<file path="src/inc/cfg_pkg.sv">
// Shared constants and types for the unlock key and direct configuration logic
package cfg_pkg;

    // ****************************************
    // Host I/O write and per-device storage
    // ****************************************
    typedef struct packed {
        logic valid;        // One-cycle write strobe
        logic [15:0] addr;  // I/O address
        logic [7:0] data;   // Write data
    } io_wr_s;

    typedef struct packed {
        logic [15:0] base0;
        logic [15:0] base1;
        logic [15:0] base2;
        logic [7:0] irq0;
        logic [7:0] irq1;
        logic [7:0] dma0;
        logic [7:0] dma1;
        logic active;
    } dev_cfg_s;

    // ****************************************
    // Ports, sizes and reset values
    // ****************************************
    localparam logic [15:0] CFG_PORT = 16'h0279;
    localparam int NUM_DEV = 5;
    localparam logic [7:0] NUM_DEV_B = 8'h05;
    localparam logic [4:0] KEY_FIRST = 5'h00;
    localparam logic [4:0] KEY_SECOND = 5'h01;
    localparam logic [4:0] KEY_LAST = 5'h1F;
    localparam logic [4:0] KEY_STEP = 5'h01;
    localparam logic [7:0] BYTE_ZERO = 8'h00;
    localparam logic [15:0] WORD_ZERO = 16'h0000;
    localparam dev_cfg_s DEV_RST = '0;

    // Unlock key in match order
    localparam logic [7:0] UNLOCK_KEY [0:31] = '{
        8'h96, 8'h35, 8'h9A, 8'hCD, 8'hE6, 8'hF3, 8'h79, 8'hBC,
        8'h5E, 8'hAF, 8'h57, 8'h2B, 8'h15, 8'h8A, 8'hC5, 8'hE2,
        8'hF1, 8'hF8, 8'h7C, 8'h3E, 8'h9F, 8'h4F, 8'h27, 8'h13,
        8'h09, 8'h84, 8'h42, 8'hA1, 8'hD0, 8'h68, 8'h34, 8'h1A};

    // ****************************************
    // Command bytes and control port values
    // ****************************************
    localparam logic [7:0] CMD_CSN = 8'h06;
    localparam logic [7:0] CMD_LDN = 8'h15;
    localparam logic [7:0] CMD_BASE0 = 8'h47;
    localparam logic [7:0] CMD_BASE1 = 8'h48;
    localparam logic [7:0] CMD_BASE2 = 8'h42;
    localparam logic [7:0] CMD_IRQ0 = 8'h22;
    localparam logic [7:0] CMD_IRQ1 = 8'h27;
    localparam logic [7:0] CMD_DMA0 = 8'h2A;
    localparam logic [7:0] CMD_DMA1 = 8'h25;
    localparam logic [7:0] CMD_ACT = 8'h33;
    localparam logic [7:0] CMD_CHIP = 8'h79;
    localparam logic [7:0] ACT_ON = 8'h01;
    localparam logic [7:0] CTRL_DEV = 8'h02;
    localparam logic [15:0] CTRL_CMD_OFS = 16'h0005;
    localparam logic [7:0] CTRL_PNP_OFF = 8'h55;
    localparam logic [7:0] CTRL_DOWNLOAD = 8'hAA;

endpackage : cfg_pkg

</file>
<file path="src/logic/key_matcher.sv">
// Unlock key byte sequence matcher
`timescale 1ns/100ps
module key_matcher
    import cfg_pkg::*;
(
    input wire logic clk,            // System clock
    input wire logic rst,            // Async reset, active high
    input wire logic byte_valid,     // Write to configuration port
    input wire logic [7:0] byte_data, // Written byte
    output logic key_hit             // Pulse on last key byte
);

    logic [4:0] idx_reg;
    logic [4:0] idx_next;

    // Next match position, restart on a wrong byte
    always_comb
    begin
        idx_next = idx_reg;
        key_hit = 1'b0;
        if (byte_valid)
        begin
            if (byte_data == UNLOCK_KEY[idx_reg])
            begin
                if (idx_reg == KEY_LAST)
                begin
                    key_hit = 1'b1;
                    idx_next = KEY_FIRST;
                end
                else
                begin
                    idx_next = 5'(idx_reg + KEY_STEP);
                end
            end
            else if (byte_data == UNLOCK_KEY[KEY_FIRST])
            begin
                idx_next = KEY_SECOND;
            end
            else
            begin
                idx_next = KEY_FIRST;
            end
        end
    end

    // Match position register
    always_ff @(posedge clk or posedge rst)
    begin
        if (rst)
            idx_reg <= KEY_FIRST;
        else
            idx_reg <= idx_next;
    end

    // ****************************************
    // Assertions
    // ****************************************
    a_key_restart: assert property (@(posedge clk) disable iff (rst)
        byte_valid && byte_data != UNLOCK_KEY[idx_reg] && byte_data != UNLOCK_KEY[KEY_FIRST]
        |=> idx_reg == KEY_FIRST)
        else $error("key match did not restart");

    a_key_advance: assert property (@(posedge clk) disable iff (rst)
        byte_valid && byte_data == UNLOCK_KEY[idx_reg] && idx_reg != KEY_LAST
        |=> idx_reg == $past(idx_reg) + KEY_STEP)
        else $error("key match did not advance");

endmodule : key_matcher

</file>
<file path="src/logic/key_unlock_direct_config.sv">
// Unlock key detection and direct configuration command interpreter
`timescale 1ns/100ps
module key_unlock_direct_config
    import cfg_pkg::*;
(
    input wire logic clk,                       // 100 MHz system clock
    input wire logic rst,                       // Reset driver or power-up, active high
    input wire io_wr_s host_wr,                 // Host I/O write
    input wire logic std_key_seen,              // Standard initiation key detected
    output logic std_key_accept,                // Initiation key passed on
    output logic config_mode,                   // In configuration mode
    output logic chip_active,                   // Chip activated
    output logic pnp_disabled,                  // Plug and Play participation off
    output logic download_start,                // Pulse: resource download begins
    output logic [7:0] csn,                     // Card select number
    output logic [7:0] ldn,                     // Selected logical device
    output dev_cfg_s [NUM_DEV-1:0] dev_cfg,     // Per-device resources
    output logic [NUM_DEV-1:0] dev_enable       // Device answers host accesses
);

    // ****************************************
    // State
    // ****************************************
    typedef enum {ST_LOCKED, ST_CMD, ST_VAL, ST_HI, ST_LO} cmd_state_e;

    cmd_state_e state_reg;
    cmd_state_e state_next;
    logic [7:0] cmd_reg;
    logic [7:0] cmd_next;
    logic [7:0] hi_reg;
    logic [7:0] hi_next;
    logic [7:0] csn_reg;
    logic [7:0] csn_next;
    logic [7:0] ldn_reg;
    logic [7:0] ldn_next;
    logic chip_reg;
    logic chip_next;
    logic pnp_off_reg;
    logic pnp_off_next;
    logic ctrl_set_reg;
    logic ctrl_set_next;
    logic dl_reg;
    logic dl_next;
    dev_cfg_s [NUM_DEV-1:0] dev_reg;
    dev_cfg_s [NUM_DEV-1:0] dev_next;

    logic port_wr;
    logic key_hit;
    logic ctrl_wr;
    logic ldn_ok;
    logic [2:0] sel;
    logic [15:0] word_val;

    // Writes to the configuration port and the control port
    assign port_wr = host_wr.valid && host_wr.addr == CFG_PORT;
    assign ldn_ok = ldn_reg < NUM_DEV_B;
    assign sel = ldn_reg[2:0];
    assign ctrl_wr = host_wr.valid && ctrl_set_reg
        && host_wr.addr == 16'(dev_reg[CTRL_DEV[2:0]].base0 + CTRL_CMD_OFS);
    assign word_val = {hi_reg, host_wr.data};

    // Key matcher sees every port write, in any mode
    key_matcher i_key_matcher (
        .clk(clk),
        .rst(rst),
        .byte_valid(port_wr),
        .byte_data(host_wr.data),
        .key_hit(key_hit)
    );

    // ****************************************
    // Command interpreter
    // ****************************************

    // Next values of the interpreter and configuration store
    always_comb
    begin
        state_next = state_reg;
        cmd_next = cmd_reg;
        hi_next = hi_reg;
        csn_next = csn_reg;
        ldn_next = ldn_reg;
        chip_next = chip_reg;
        dev_next = dev_reg;
        ctrl_set_next = ctrl_set_reg;
        if (key_hit)
        begin
            state_next = ST_CMD;
        end
        else if (port_wr)
        begin
            case (state_reg)
                ST_LOCKED:
                begin
                    state_next = ST_LOCKED;
                end
                ST_CMD:
                begin
                    cmd_next = host_wr.data;
                    case (host_wr.data)
                        CMD_CSN, CMD_LDN, CMD_IRQ0, CMD_IRQ1,
                        CMD_DMA0, CMD_DMA1, CMD_ACT:
                            state_next = ST_VAL;
                        CMD_BASE0, CMD_BASE1, CMD_BASE2:
                            state_next = ST_HI;
                        CMD_CHIP:
                        begin
                            chip_next = 1'b1;
                            state_next = ST_LOCKED;
                        end
                        default:
                            state_next = ST_CMD;
                    endcase
                end
                ST_VAL:
                begin
                    state_next = ST_CMD;
                    if (cmd_reg == CMD_CSN)
                        csn_next = host_wr.data;
                    else if (cmd_reg == CMD_LDN)
                        ldn_next = host_wr.data;
                    else if (ldn_ok)
                    begin
                        case (cmd_reg)
                            CMD_IRQ0: dev_next[sel].irq0 = host_wr.data;
                            CMD_IRQ1: dev_next[sel].irq1 = host_wr.data;
                            CMD_DMA0: dev_next[sel].dma0 = host_wr.data;
                            CMD_DMA1: dev_next[sel].dma1 = host_wr.data;
                            CMD_ACT: dev_next[sel].active = host_wr.data == ACT_ON;
                            default: dev_next = dev_reg;
                        endcase
                    end
                end
                ST_HI:
                begin
                    hi_next = host_wr.data;
                    state_next = ST_LO;
                end
                ST_LO:
                begin
                    state_next = ST_CMD;
                    if (ldn_ok)
                    begin
                        case (cmd_reg)
                            CMD_BASE0:
                            begin
                                dev_next[sel].base0 = word_val;
                                if (ldn_reg == CTRL_DEV)
                                    ctrl_set_next = 1'b1;
                            end
                            CMD_BASE1: dev_next[sel].base1 = word_val;
                            CMD_BASE2: dev_next[sel].base2 = word_val;
                            default: dev_next = dev_reg;
                        endcase
                    end
                end
                default:
                    state_next = ST_LOCKED;
            endcase
        end
    end

    // Interpreter and configuration registers
    always_ff @(posedge clk or posedge rst)
    begin
        if (rst)
        begin
            state_reg <= ST_LOCKED;
            cmd_reg <= BYTE_ZERO;
            hi_reg <= BYTE_ZERO;
            csn_reg <= BYTE_ZERO;
            ldn_reg <= BYTE_ZERO;
            chip_reg <= 1'b0;
            ctrl_set_reg <= 1'b0;
            dev_reg <= {NUM_DEV{DEV_RST}};
        end
        else
        begin
            state_reg <= state_next;
            cmd_reg <= cmd_next;
            hi_reg <= hi_next;
            csn_reg <= csn_next;
            ldn_reg <= ldn_next;
            chip_reg <= chip_next;
            ctrl_set_reg <= ctrl_set_next;
            dev_reg <= dev_next;
        end
    end

    // ****************************************
    // Control port commands
    // ****************************************

    // Disable is sticky until reset; download start is one pulse
    always_comb
    begin
        pnp_off_next = pnp_off_reg;
        dl_next = 1'b0;
        if (ctrl_wr && host_wr.data == CTRL_PNP_OFF)
            pnp_off_next = 1'b1;
        if (ctrl_wr && host_wr.data == CTRL_DOWNLOAD)
            dl_next = 1'b1;
    end

    // Control port registers; disable cleared only by reset, download pulse clears itself next cycle
    always_ff @(posedge clk or posedge rst)
    begin
        if (rst)
        begin
            pnp_off_reg <= 1'b0;
            dl_reg <= 1'b0;
        end
        else
        begin
            pnp_off_reg <= pnp_off_next;
            dl_reg <= dl_next;
        end
    end

    // ****************************************
    // Outputs
    // ****************************************
    assign config_mode = state_reg != ST_LOCKED;
    assign chip_active = chip_reg;
    assign pnp_disabled = pnp_off_reg;
    assign download_start = dl_reg;
    assign csn = csn_reg;
    assign ldn = ldn_reg;
    assign dev_cfg = dev_reg;
    assign std_key_accept = std_key_seen && !pnp_off_reg;

    // Per-device enable after chip activation
    genvar gi;
    generate
        for (gi = 0; gi < NUM_DEV; gi++)
        begin : g_dev
            assign dev_enable[gi] = chip_reg && dev_reg[gi].active;

            a_dev_silent: assert property (@(posedge clk) disable iff (rst)
                $rose(dev_enable[gi]) |-> $past(port_wr) && chip_reg && dev_reg[gi].active)
                else $error("device enabled without activate or chip command");
        end
    endgenerate

    // ****************************************
    // Assertions
    // ****************************************
    a_key_enter: assert property (@(posedge clk) disable iff (rst)
        key_hit |=> config_mode && state_reg == ST_CMD)
        else $error("key did not unlock");

    a_csn_load: assert property (@(posedge clk) disable iff (rst)
        port_wr && !key_hit && state_reg == ST_VAL && cmd_reg == CMD_CSN
        |=> csn == $past(host_wr.data))
        else $error("card number not loaded");

    a_chip_act: assert property (@(posedge clk) disable iff (rst)
        port_wr && !key_hit && state_reg == ST_CMD && host_wr.data == CMD_CHIP
        |=> chip_active && !config_mode)
        else $error("chip activate failed");

    a_pnp_off: assert property (@(posedge clk) disable iff (rst)
        ctrl_wr && host_wr.data == CTRL_PNP_OFF |=> pnp_disabled)
        else $error("disable command lost");

    a_pnp_sticky: assert property (@(posedge clk) disable iff (rst)
        pnp_disabled |=> pnp_disabled [*2])
        else $error("disable cleared without reset");

    a_std_block: assert property (@(posedge clk) disable iff (rst)
        pnp_disabled |-> !std_key_accept)
        else $error("initiation key passed while disabled");

    a_locked_ignore: assert property (@(posedge clk) disable iff (rst)
        !config_mode && port_wr && !key_hit |=> $stable(csn) && $stable(ldn) && !config_mode)
        else $error("command taken while locked");

    a_two_bytes: assert property (@(posedge clk) disable iff (rst)
        port_wr && !key_hit && state_reg == ST_CMD && host_wr.data == CMD_BASE0
        |=> state_reg == ST_HI)
        else $error("base command byte count wrong");

    c_unlock: cover property (@(posedge clk) disable iff (rst) key_hit);
    c_chip_on: cover property (@(posedge clk) disable iff (rst) $rose(chip_active));
    c_pnp_off: cover property (@(posedge clk) disable iff (rst) $rose(pnp_disabled));
    c_download: cover property (@(posedge clk) disable iff (rst) download_start);

endmodule : key_unlock_direct_config

</file>
<file path="config.mk">
export PLATFORM = sky130hd
export DESIGN_NAME = key_unlock_direct_config
export DESIGN_NICKNAME = d
export VERILOG_FILES = /design/src/inc/cfg_pkg.sv /design/src/logic/key_matcher.sv /design/src/logic/key_unlock_direct_config.sv
export SDC_FILE = /design/constraint.sdc
export NUM_CORES = 1
export LEC_CHECK = 0
export BUFFER_PORTS_ARGS = -buffer_cell sky130_fd_sc_hd__buf_2
export CORE_ASPECT_RATIO = 1.4
export CORE_UTILIZATION = 37
export CTS_BUF_LIST = sky130_fd_sc_hd__clkbuf_8
export DETAILED_ROUTE_END_ITERATION = 7
export GPL_ROUTABILITY_DRIVEN = 1
export PLACE_DENSITY_LB_ADDON = 0.15
export SKIP_CTS_REPAIR_TIMING = 1
export SYNTH_ARGS = -nofsm -noshare
export SYNTH_HDL_FRONTEND = slang
export SYNTH_SLANG_ARGS = --single-unit
</file>
<file path="constraint.sdc">
create_clock -name clk -period 16.9 [get_ports clk]
set_clock_uncertainty 0.1 [all_clocks]
set_input_delay 3.38 -clock clk [delete_from_list [all_inputs] [get_ports clk]]
set_output_delay 3.38 -clock clk [all_outputs]
set_load 0.01 [all_outputs]
</file>
==> flow_summary.json, run 1 <==
{
  "start_kind": "primary input",
  "worstMarginPinSlew_ns": 1.24,
  "fmax_mhz": 139,
  "syn_nets": 2325,
  "grtUsageTotal": 0.288,
  "coreArea_um2": 60900,
  "total_power_mw": 2.19,
  "remaining_drc_errors": 0,
  "cellLeakagePower_nw": 13.4,
  "path_class": "primary input to primary output",
  "cts.clk_slew.worst_paths_ns": 0.06,
  "io_buffers": 458,
  "h-tree-depth": 3,
  "fin_cells": 3531,
  "cts_sinks": 449,
  "status": "finished, final reports clean",
  "end_kind": "primary output",
  "fin_tns_setup_ns": 0,
  "cap_violations": 0,
  "synth_warnings": 0,
  "rrSetupSlack_ns": 11.74,
  "antenna_left": 0,
  "cp.required_ns": 13.42,
  "syn-cell-area_um2": 22800,
  "overflow": 0,
  "ys_types": 90,
  "ys_seq_area_frac": 0.493,
  "globalplace.congestion": 0.880,
  "drt_first_iter_violations": 1650,
  "cellPowerDensity_nw_per_um2": 80.3,
  "clk_latency_ns": 0.69,
  "synth_ff_type": "dfrtp_1",
  "die-area_um2": 62600,
  "drive_above_1_share": 0.316,
  "grt_pass1_vias": 20200,
  "finalHoldViolCount": 0,
  "die_w_um": 212,
  "fp.dieH_um": 296,
  "irDropWorstVdd_mv": 0.0587,
  "post-dp-hpwl_um": 59400,
  "cts_buffer_depth": 3,
  "grt_setup_unrepaired": "false",
  "via_count": 20600,
  "nets": 2699,
  "dr.pass1.iters": 6,
  "setup_viol": 0,
  "largest_register_ffs": 405,
  "dpl.cell_count": 3397,
  "cts_root_buffer": "clkbuf_8",
  "layout_common_cells": "buf_2, dfrtp_1, o21ai_0, nor2_1, a21oi_1",
  "routedWlPerCell_um": 25.9,
  "slew_viol_final": 0,
  "syn_inst": 2286,
  "layout_commonest_cell": "buf_2",
  "min_period_ns": 7.20,
  "synth_seq_cells": 449,
  "via_per_inst": 5.83,
  "synth-edff-count": 0,
  "initial_utilization": 0.374,
  "wirelength_um": 91400,
  "cts_tree": "yes",
  "synth_area_per_cell_um2": 9.97,
  "grt_max_degree": 174,
  "antenna_found_initial": 2,
  "cp.arrival_ns": 3.72,
  "grt_pass1_wl_um": 134000,
  "async_flop_share": 1.00,
  "numCtsBuffers": 78,
  "rows": 107,
  "period_share": 0.426,
  "relSlewSlack": 0.162,
  "areaGrowthSynthToFinish_pct": 19.8,
  "ioPinCount": 459,
  "hp-class": "flop to flop",
  "crit_fanout": 1
}
## worst max-delay path: stages
cell     delay (ns)
buf_2          0.09
nor2b_1        0.11
buf_2          0.14
## synthesized netlist by cell type, types with 13 or more instances
library cell / instances / area share
dfrtp_1: 449 / 0.49
o21ai_0: 284 / 0.062
nor2_1: 189 / 0.031
a21oi_1: 177 / 0.039
nand2_1: 173 / 0.028
clkbuf_1: 171 / 0.028
mux2_2: 132 / 0.065
a41oi_1: 49 / 0.019
mux2_4: 49 / 0.032
a2bb2oi_1: 42 / 0.016
inv_1: 41 / 0.0067
a21o_1: 30 / 0.0099
nor4_1: 28 / 0.0077
nand3_1: 27 / 0.0059
buf_2: 24 / 0.0053
nor3_1: 24 / 0.0053
o2bb2ai_1: 22 / 0.0085
xnor2_1: 20 / 0.0077
a31oi_1: 19 / 0.0052
nand2b_1: 18 / 0.0049
o21a_1: 17 / 0.0056
o31a_1: 17 / 0.0065
nand4b_1: 15 / 0.0058
nor2b_1: 15 / 0.0041
o21ai_1: 15 / 0.0033
nand4_1: 13 / 0.0036
o22ai_1: 13 / 0.0036
## kinds of logic after synthesis
group	after synthesis	synth area share
compound gates	751	0.207
simple gates	603	0.135
flops	449	0.493
buf+inv	251	0.0453
mux	195	0.104
xor+xnor	26	0.00999
fa+ha+maj	11	0.00604
## stage by stage
stage | hold slack (ns) | area, um^2 | worst slack, ns | util
finish | 0.391 | 27300 | 9.70 | 0.448
global route | 0.409 | 27300 | 9.67 | 0.448
CTS | 0.397 | 27300 | 9.70 | 0.448
detailed placement | 0.384 | 25700 | 9.23 | 0.422
global placement | 0.375 | 25700 | 9.38 | 0.422
floorplan | 0.342 | 22800 | 0.906 | -
## cell type report
cell class	instances	area (um^2)
antenna	1	2.50
clock buffer	94	1290
clock inverter	39	293
fill	5859	33600
inverter	41	161
multi-input combinational	1586	10700
sequential	449	11200
tap	817	1020
timing repair buffer	504	2650
## layer usage
metal  global-route usage  vias up  wire length [um]
li1                     -     9060                 -
met2                0.463      962             43000
met3               0.0728      193              7330
met4                0.139        0              4190
met5                    0        -                 0
met1                0.361    10400             36800
## worst paths after layout
| path | endpoint | depth (start not counted) | startpoint |
|---|---|---|---|
| max | std_key_accept | 3 | std_key_seen |
| max reg2reg | dev_cfg[303] | 11 | i_key_matcher.idx_reg[0] |
| min in group asynchronous | dev_cfg[19] | 2 | rst |
| min | dev_cfg[171] | 1 | dev_cfg[171] |
| min reg2reg | dev_cfg[171] | 1 | dev_cfg[171] |
| max in group asynchronous | dev_cfg[121] | 4 | rst |
## power by group
part	internal [mW]	switching, mW	total, mW
Clock	0.554	0.486	1.04
Sequential	1.08	0.00396	1.08
Combinational	0.0143	0.0568	0.0712
Total	1.65	0.547	2.19
Note: power is estimated with default switching activity, not from simulation.
==> run 2: changes to the inputs <==
Settings changed: ABC_AREA set to 1.
Clock period 16.9 ns to 6.51 ns, I/O delays scaled along.
==> run 2 against run 1 <==
Against the previous run:
- first-iteration DRC count rose by 110%
- via count rose by 74%
- worst setup slack got worse by 8.3 ns
- flip-flop and latch count did not move
- cell count rose by 88%
- die area rose by 44%
- critical path depth rose by 11
- power rose to 2.7 times the previous value
- utilization fell by 2.1 points
- non-clock buffer count rose by 9
- clock power rose to 2.9 times the previous value
- global-route usage rose by 1.9 points
==> flow_summary.json, run 2 <==
{
  "status": "finished, final reports clean",
  "synth_area_per_cell_um2": 6.33,
  "start_kind": "flop",
  "crit_path_frequent_cell": "nand2_1",
  "worstPathCellList": "inv_1, nand2_1, nor3_1, nand2_8, nand2_4, nor2_4, inv_4, nand2_4, clkinv_8, nand4_4, buf_4, nand2_1, nand2_1, inv_1",
  "fmax_mhz": 196,
  "cts_sinks": 449,
  "grt_setup_unrepaired": "false",
  "combinationalPowerShare": 0.025,
  "synth_compound_area_frac": 0.168,
  "holdWs_ns": 0.385,
  "max_stage_delay_ns": 0.88,
  "setup_viol": 0,
  "synth_mux_area_frac": 0,
  "p_seq_frac": 0.469,
  "syn_inst": 5186,
  "clk_latency_ns": 0.73,
  "routedWlPerCell_um": 21.3,
  "via_count": 35900,
  "ioPinCount": 459,
  "synth_seq_cells": 449,
  "cellPowerDensity_nw_per_um2": 159,
  "antenna_found_initial": 1,
  "setup_ws_ns": 1.40,
  "ys_types": 42,
  "synth_ff_type": "dfrtp_1",
  "synth_top_area_frac": 0.342,
  "synth_common_cells": "nand2_1, inv_1, dfrtp_1",
  "wirelength_um": 142000,
  "numCtsBuffers": 84,
  "final_area_um2": 37300,
  "fillers": 9432,
  "cts_tree": "yes",
  "drt_first_iter_violations": 3493,
  "cp_slowest_cell": "clkinv_8",
  "syn_nets": 5225,
  "cts.clk_slew.worst_paths_ns": 0.06,
  "r2r_start": "cmd_reg[2]",
  "ys_seq_area_frac": 0.342,
  "worstHoldStart": "csn[5]",
  "end_kind": "flop",
  "cts_buffer_depth": 3,
  "slew_viol_final": 0,
  "coreArea_um2": 87400,
  "syn-cell-area_um2": 32800,
  "synth-edff-count": 0,
  "synth_warnings": 0,
  "pwr-share-clk": 0.506,
  "io_buffers": 458,
  "initial_utilization": 0.375,
  "cellLeakagePower_nw": 18.0,
  "fp.dieH_um": 354,
  "remaining_drc_errors": 0,
  "swShare": 0.257,
  "worstMarginPinSlew_ns": 1.16,
  "areaGrowthSynthToFinish_pct": 13.7,
  "synth-xor-area-share": 0.00534,
  "dr.pass1.iters": 6,
  "layout_commonest_cell": "nand2_1",
  "die-area_um2": 89900,
  "drive_above_1_share": 0.128,
  "antenna_left": 0,
  "internal-power_mw": 4.42,
  "globalplace.congestion": 0.882,
  "nets": 5453,
  "cp.arrival_ns": 5.62,
  "largest_register_ffs": 405,
  "crit_buf_inv": 5,
  "synth.area.top_cells": "dfrtp_1, nand2_1, inv_1, nand4_1, o21ai_0",
  "grt_max_degree": 200,
  "post-dp-hpwl_um": 86300,
  "place_area_um2": 35600,
  "cap_violations": 0,
  "path_class": "flop to flop",
  "die_w_um": 254,
  "irDropWorstVdd_mv": 0.162,
  "grt_pass1_vias": 32800,
  "relSlewSlack": 0.225,
  "period_share": 0.785,
  "cp.required_ns": 7.02,
  "synth_largest_area_cell": "dfrtp_1",
  "crit_path_start": "cmd_reg[2]",
  "rows": 128,
  "min_period_ns": 5.11,
  "preCtsSetupSlack_ns": 1.41,
  "synth_most_common_cell": "nand2_1",
  "utilization": 0.427,
  "p_switching_mw": 1.53,
  "layout_common_cells": "nand2_1, inv_1, buf_2, dfrtp_1, nand4_1",
  "grtUsageTotal": 0.307,
  "async_flop_share": 1.00,
  "cts_root_buffer": "clkbuf_8",
  "crit_fanout": 192,
  "grt_pass1_wl_um": 211000,
  "hp-class": "flop to flop",
  "via_per_inst": 5.39,
  "synthSimpleGateAreaFrac": 0.295,
  "synth_top_family_by_area": "simple AND/OR/NAND/NOR gates",
  "finalHoldViolCount": 0,
  "h-tree-depth": 3,
  "crit_family": "simple AND/OR/NAND/NOR gates",
  "overflow": 0,
  "synthAdderAreaFrac": 0.00419
}
[run 2: cell types whose count changed after synthesis, sizes merged, moves of 109 or more]
cell	previous run	this run
buf	39	186
inv	41	1168
mux2	182	0
nand2	175	1416
nand4	13	428
o211ai	1	110
o21ai	299	475
o22ai	13	205
[run 2: stage by stage]
stage / setup TNS (ns) / instances / power (mW)
6_report: 0 / 6653 / 5.95
5_1_grt: 0 / 6651 / 6.13
4_1_cts: 0 / 6650 / 6.02
3_5_place_dp: 0 / 6498 / 2.99
3_3_place_gp: 0 / 6498 / 2.99
2_1_floorplan: -432.45 / 5186 / 2.92
[run 2: path summary, 6_finish.rpt]
| path | endpoint | slack [ns] | depth (start not counted) |
|---|---|---|---|
| min in group asynchronous | dev_cfg[70] | 0.63 | 2 |
| max in group asynchronous | dev_cfg[199] | 4.28 | 3 |
| worst min-delay path | csn[5] | 0.38 | 2 |
| worst max-delay path | dev_cfg[385] | 1.40 | 14 |
| worst min register to register | csn[5] | 0.38 | 2 |
| worst max register to register | dev_cfg[385] | 1.40 | 14 |
[run 2: kinds of logic (layout without fill, tap and decap cells)]
family	count (synthesis)	count (layout)
simple gates	2171	2171
xor+xnor	20	20
compound gates	987	987
buf+inv	1548	1842
fa+ha+maj	11	11
other cells	0	3
flops	449	449
[run 2: area by class of cell]
class | count | area, um^2 | share of cell area
inverter | 1177 | 4450 | 0.119
multi-input combinational | 3189 | 15600 | 0.418
antenna | 3 | 7.51 | 0.000201
clock buffer | 105 | 1450 | 0.0387
clock inverter | 47 | 313 | 0.00838
sequential | 449 | 11200 | 0.301
timing repair buffer | 513 | 2810 | 0.0751
tap | 1170 | 1460 | 0.0392
[run 2: tightest hold or removal path, delay by kind of cell (launching register included)]
| kind | cells | cell delay (ns) |
|---|---|---|
| flip-flops | 1 | 0.33 |
| AO/OA/AOI/OAI | 1 | 0.07 |
| AND/OR/NAND/NOR | 1 | 0.05 |
[run 2: metal layers]
layer | GRT usage | wire length (um) | up-vias
met2 | 0.488 | 65200 | 1451
met1 | 0.388 | 57600 | 17100
met4 | 0.153 | 7100 | 0
li1 | - | - | 17100
met3 | 0.0733 | 11600 | 284
met5 | 0 | 0 | -
[run 2: power by group through the flow]
stage                     Combinational (mW)  Sequential (mW)  Clock, mW
after CTS                              0.150             2.79       3.08
final                                  0.147             2.79       3.01
after detailed placement               0.150             2.84          0
after global routing                   0.161             2.79       3.18
after global placement                 0.151             2.84          0
after floorplan                       0.0709             2.84          0
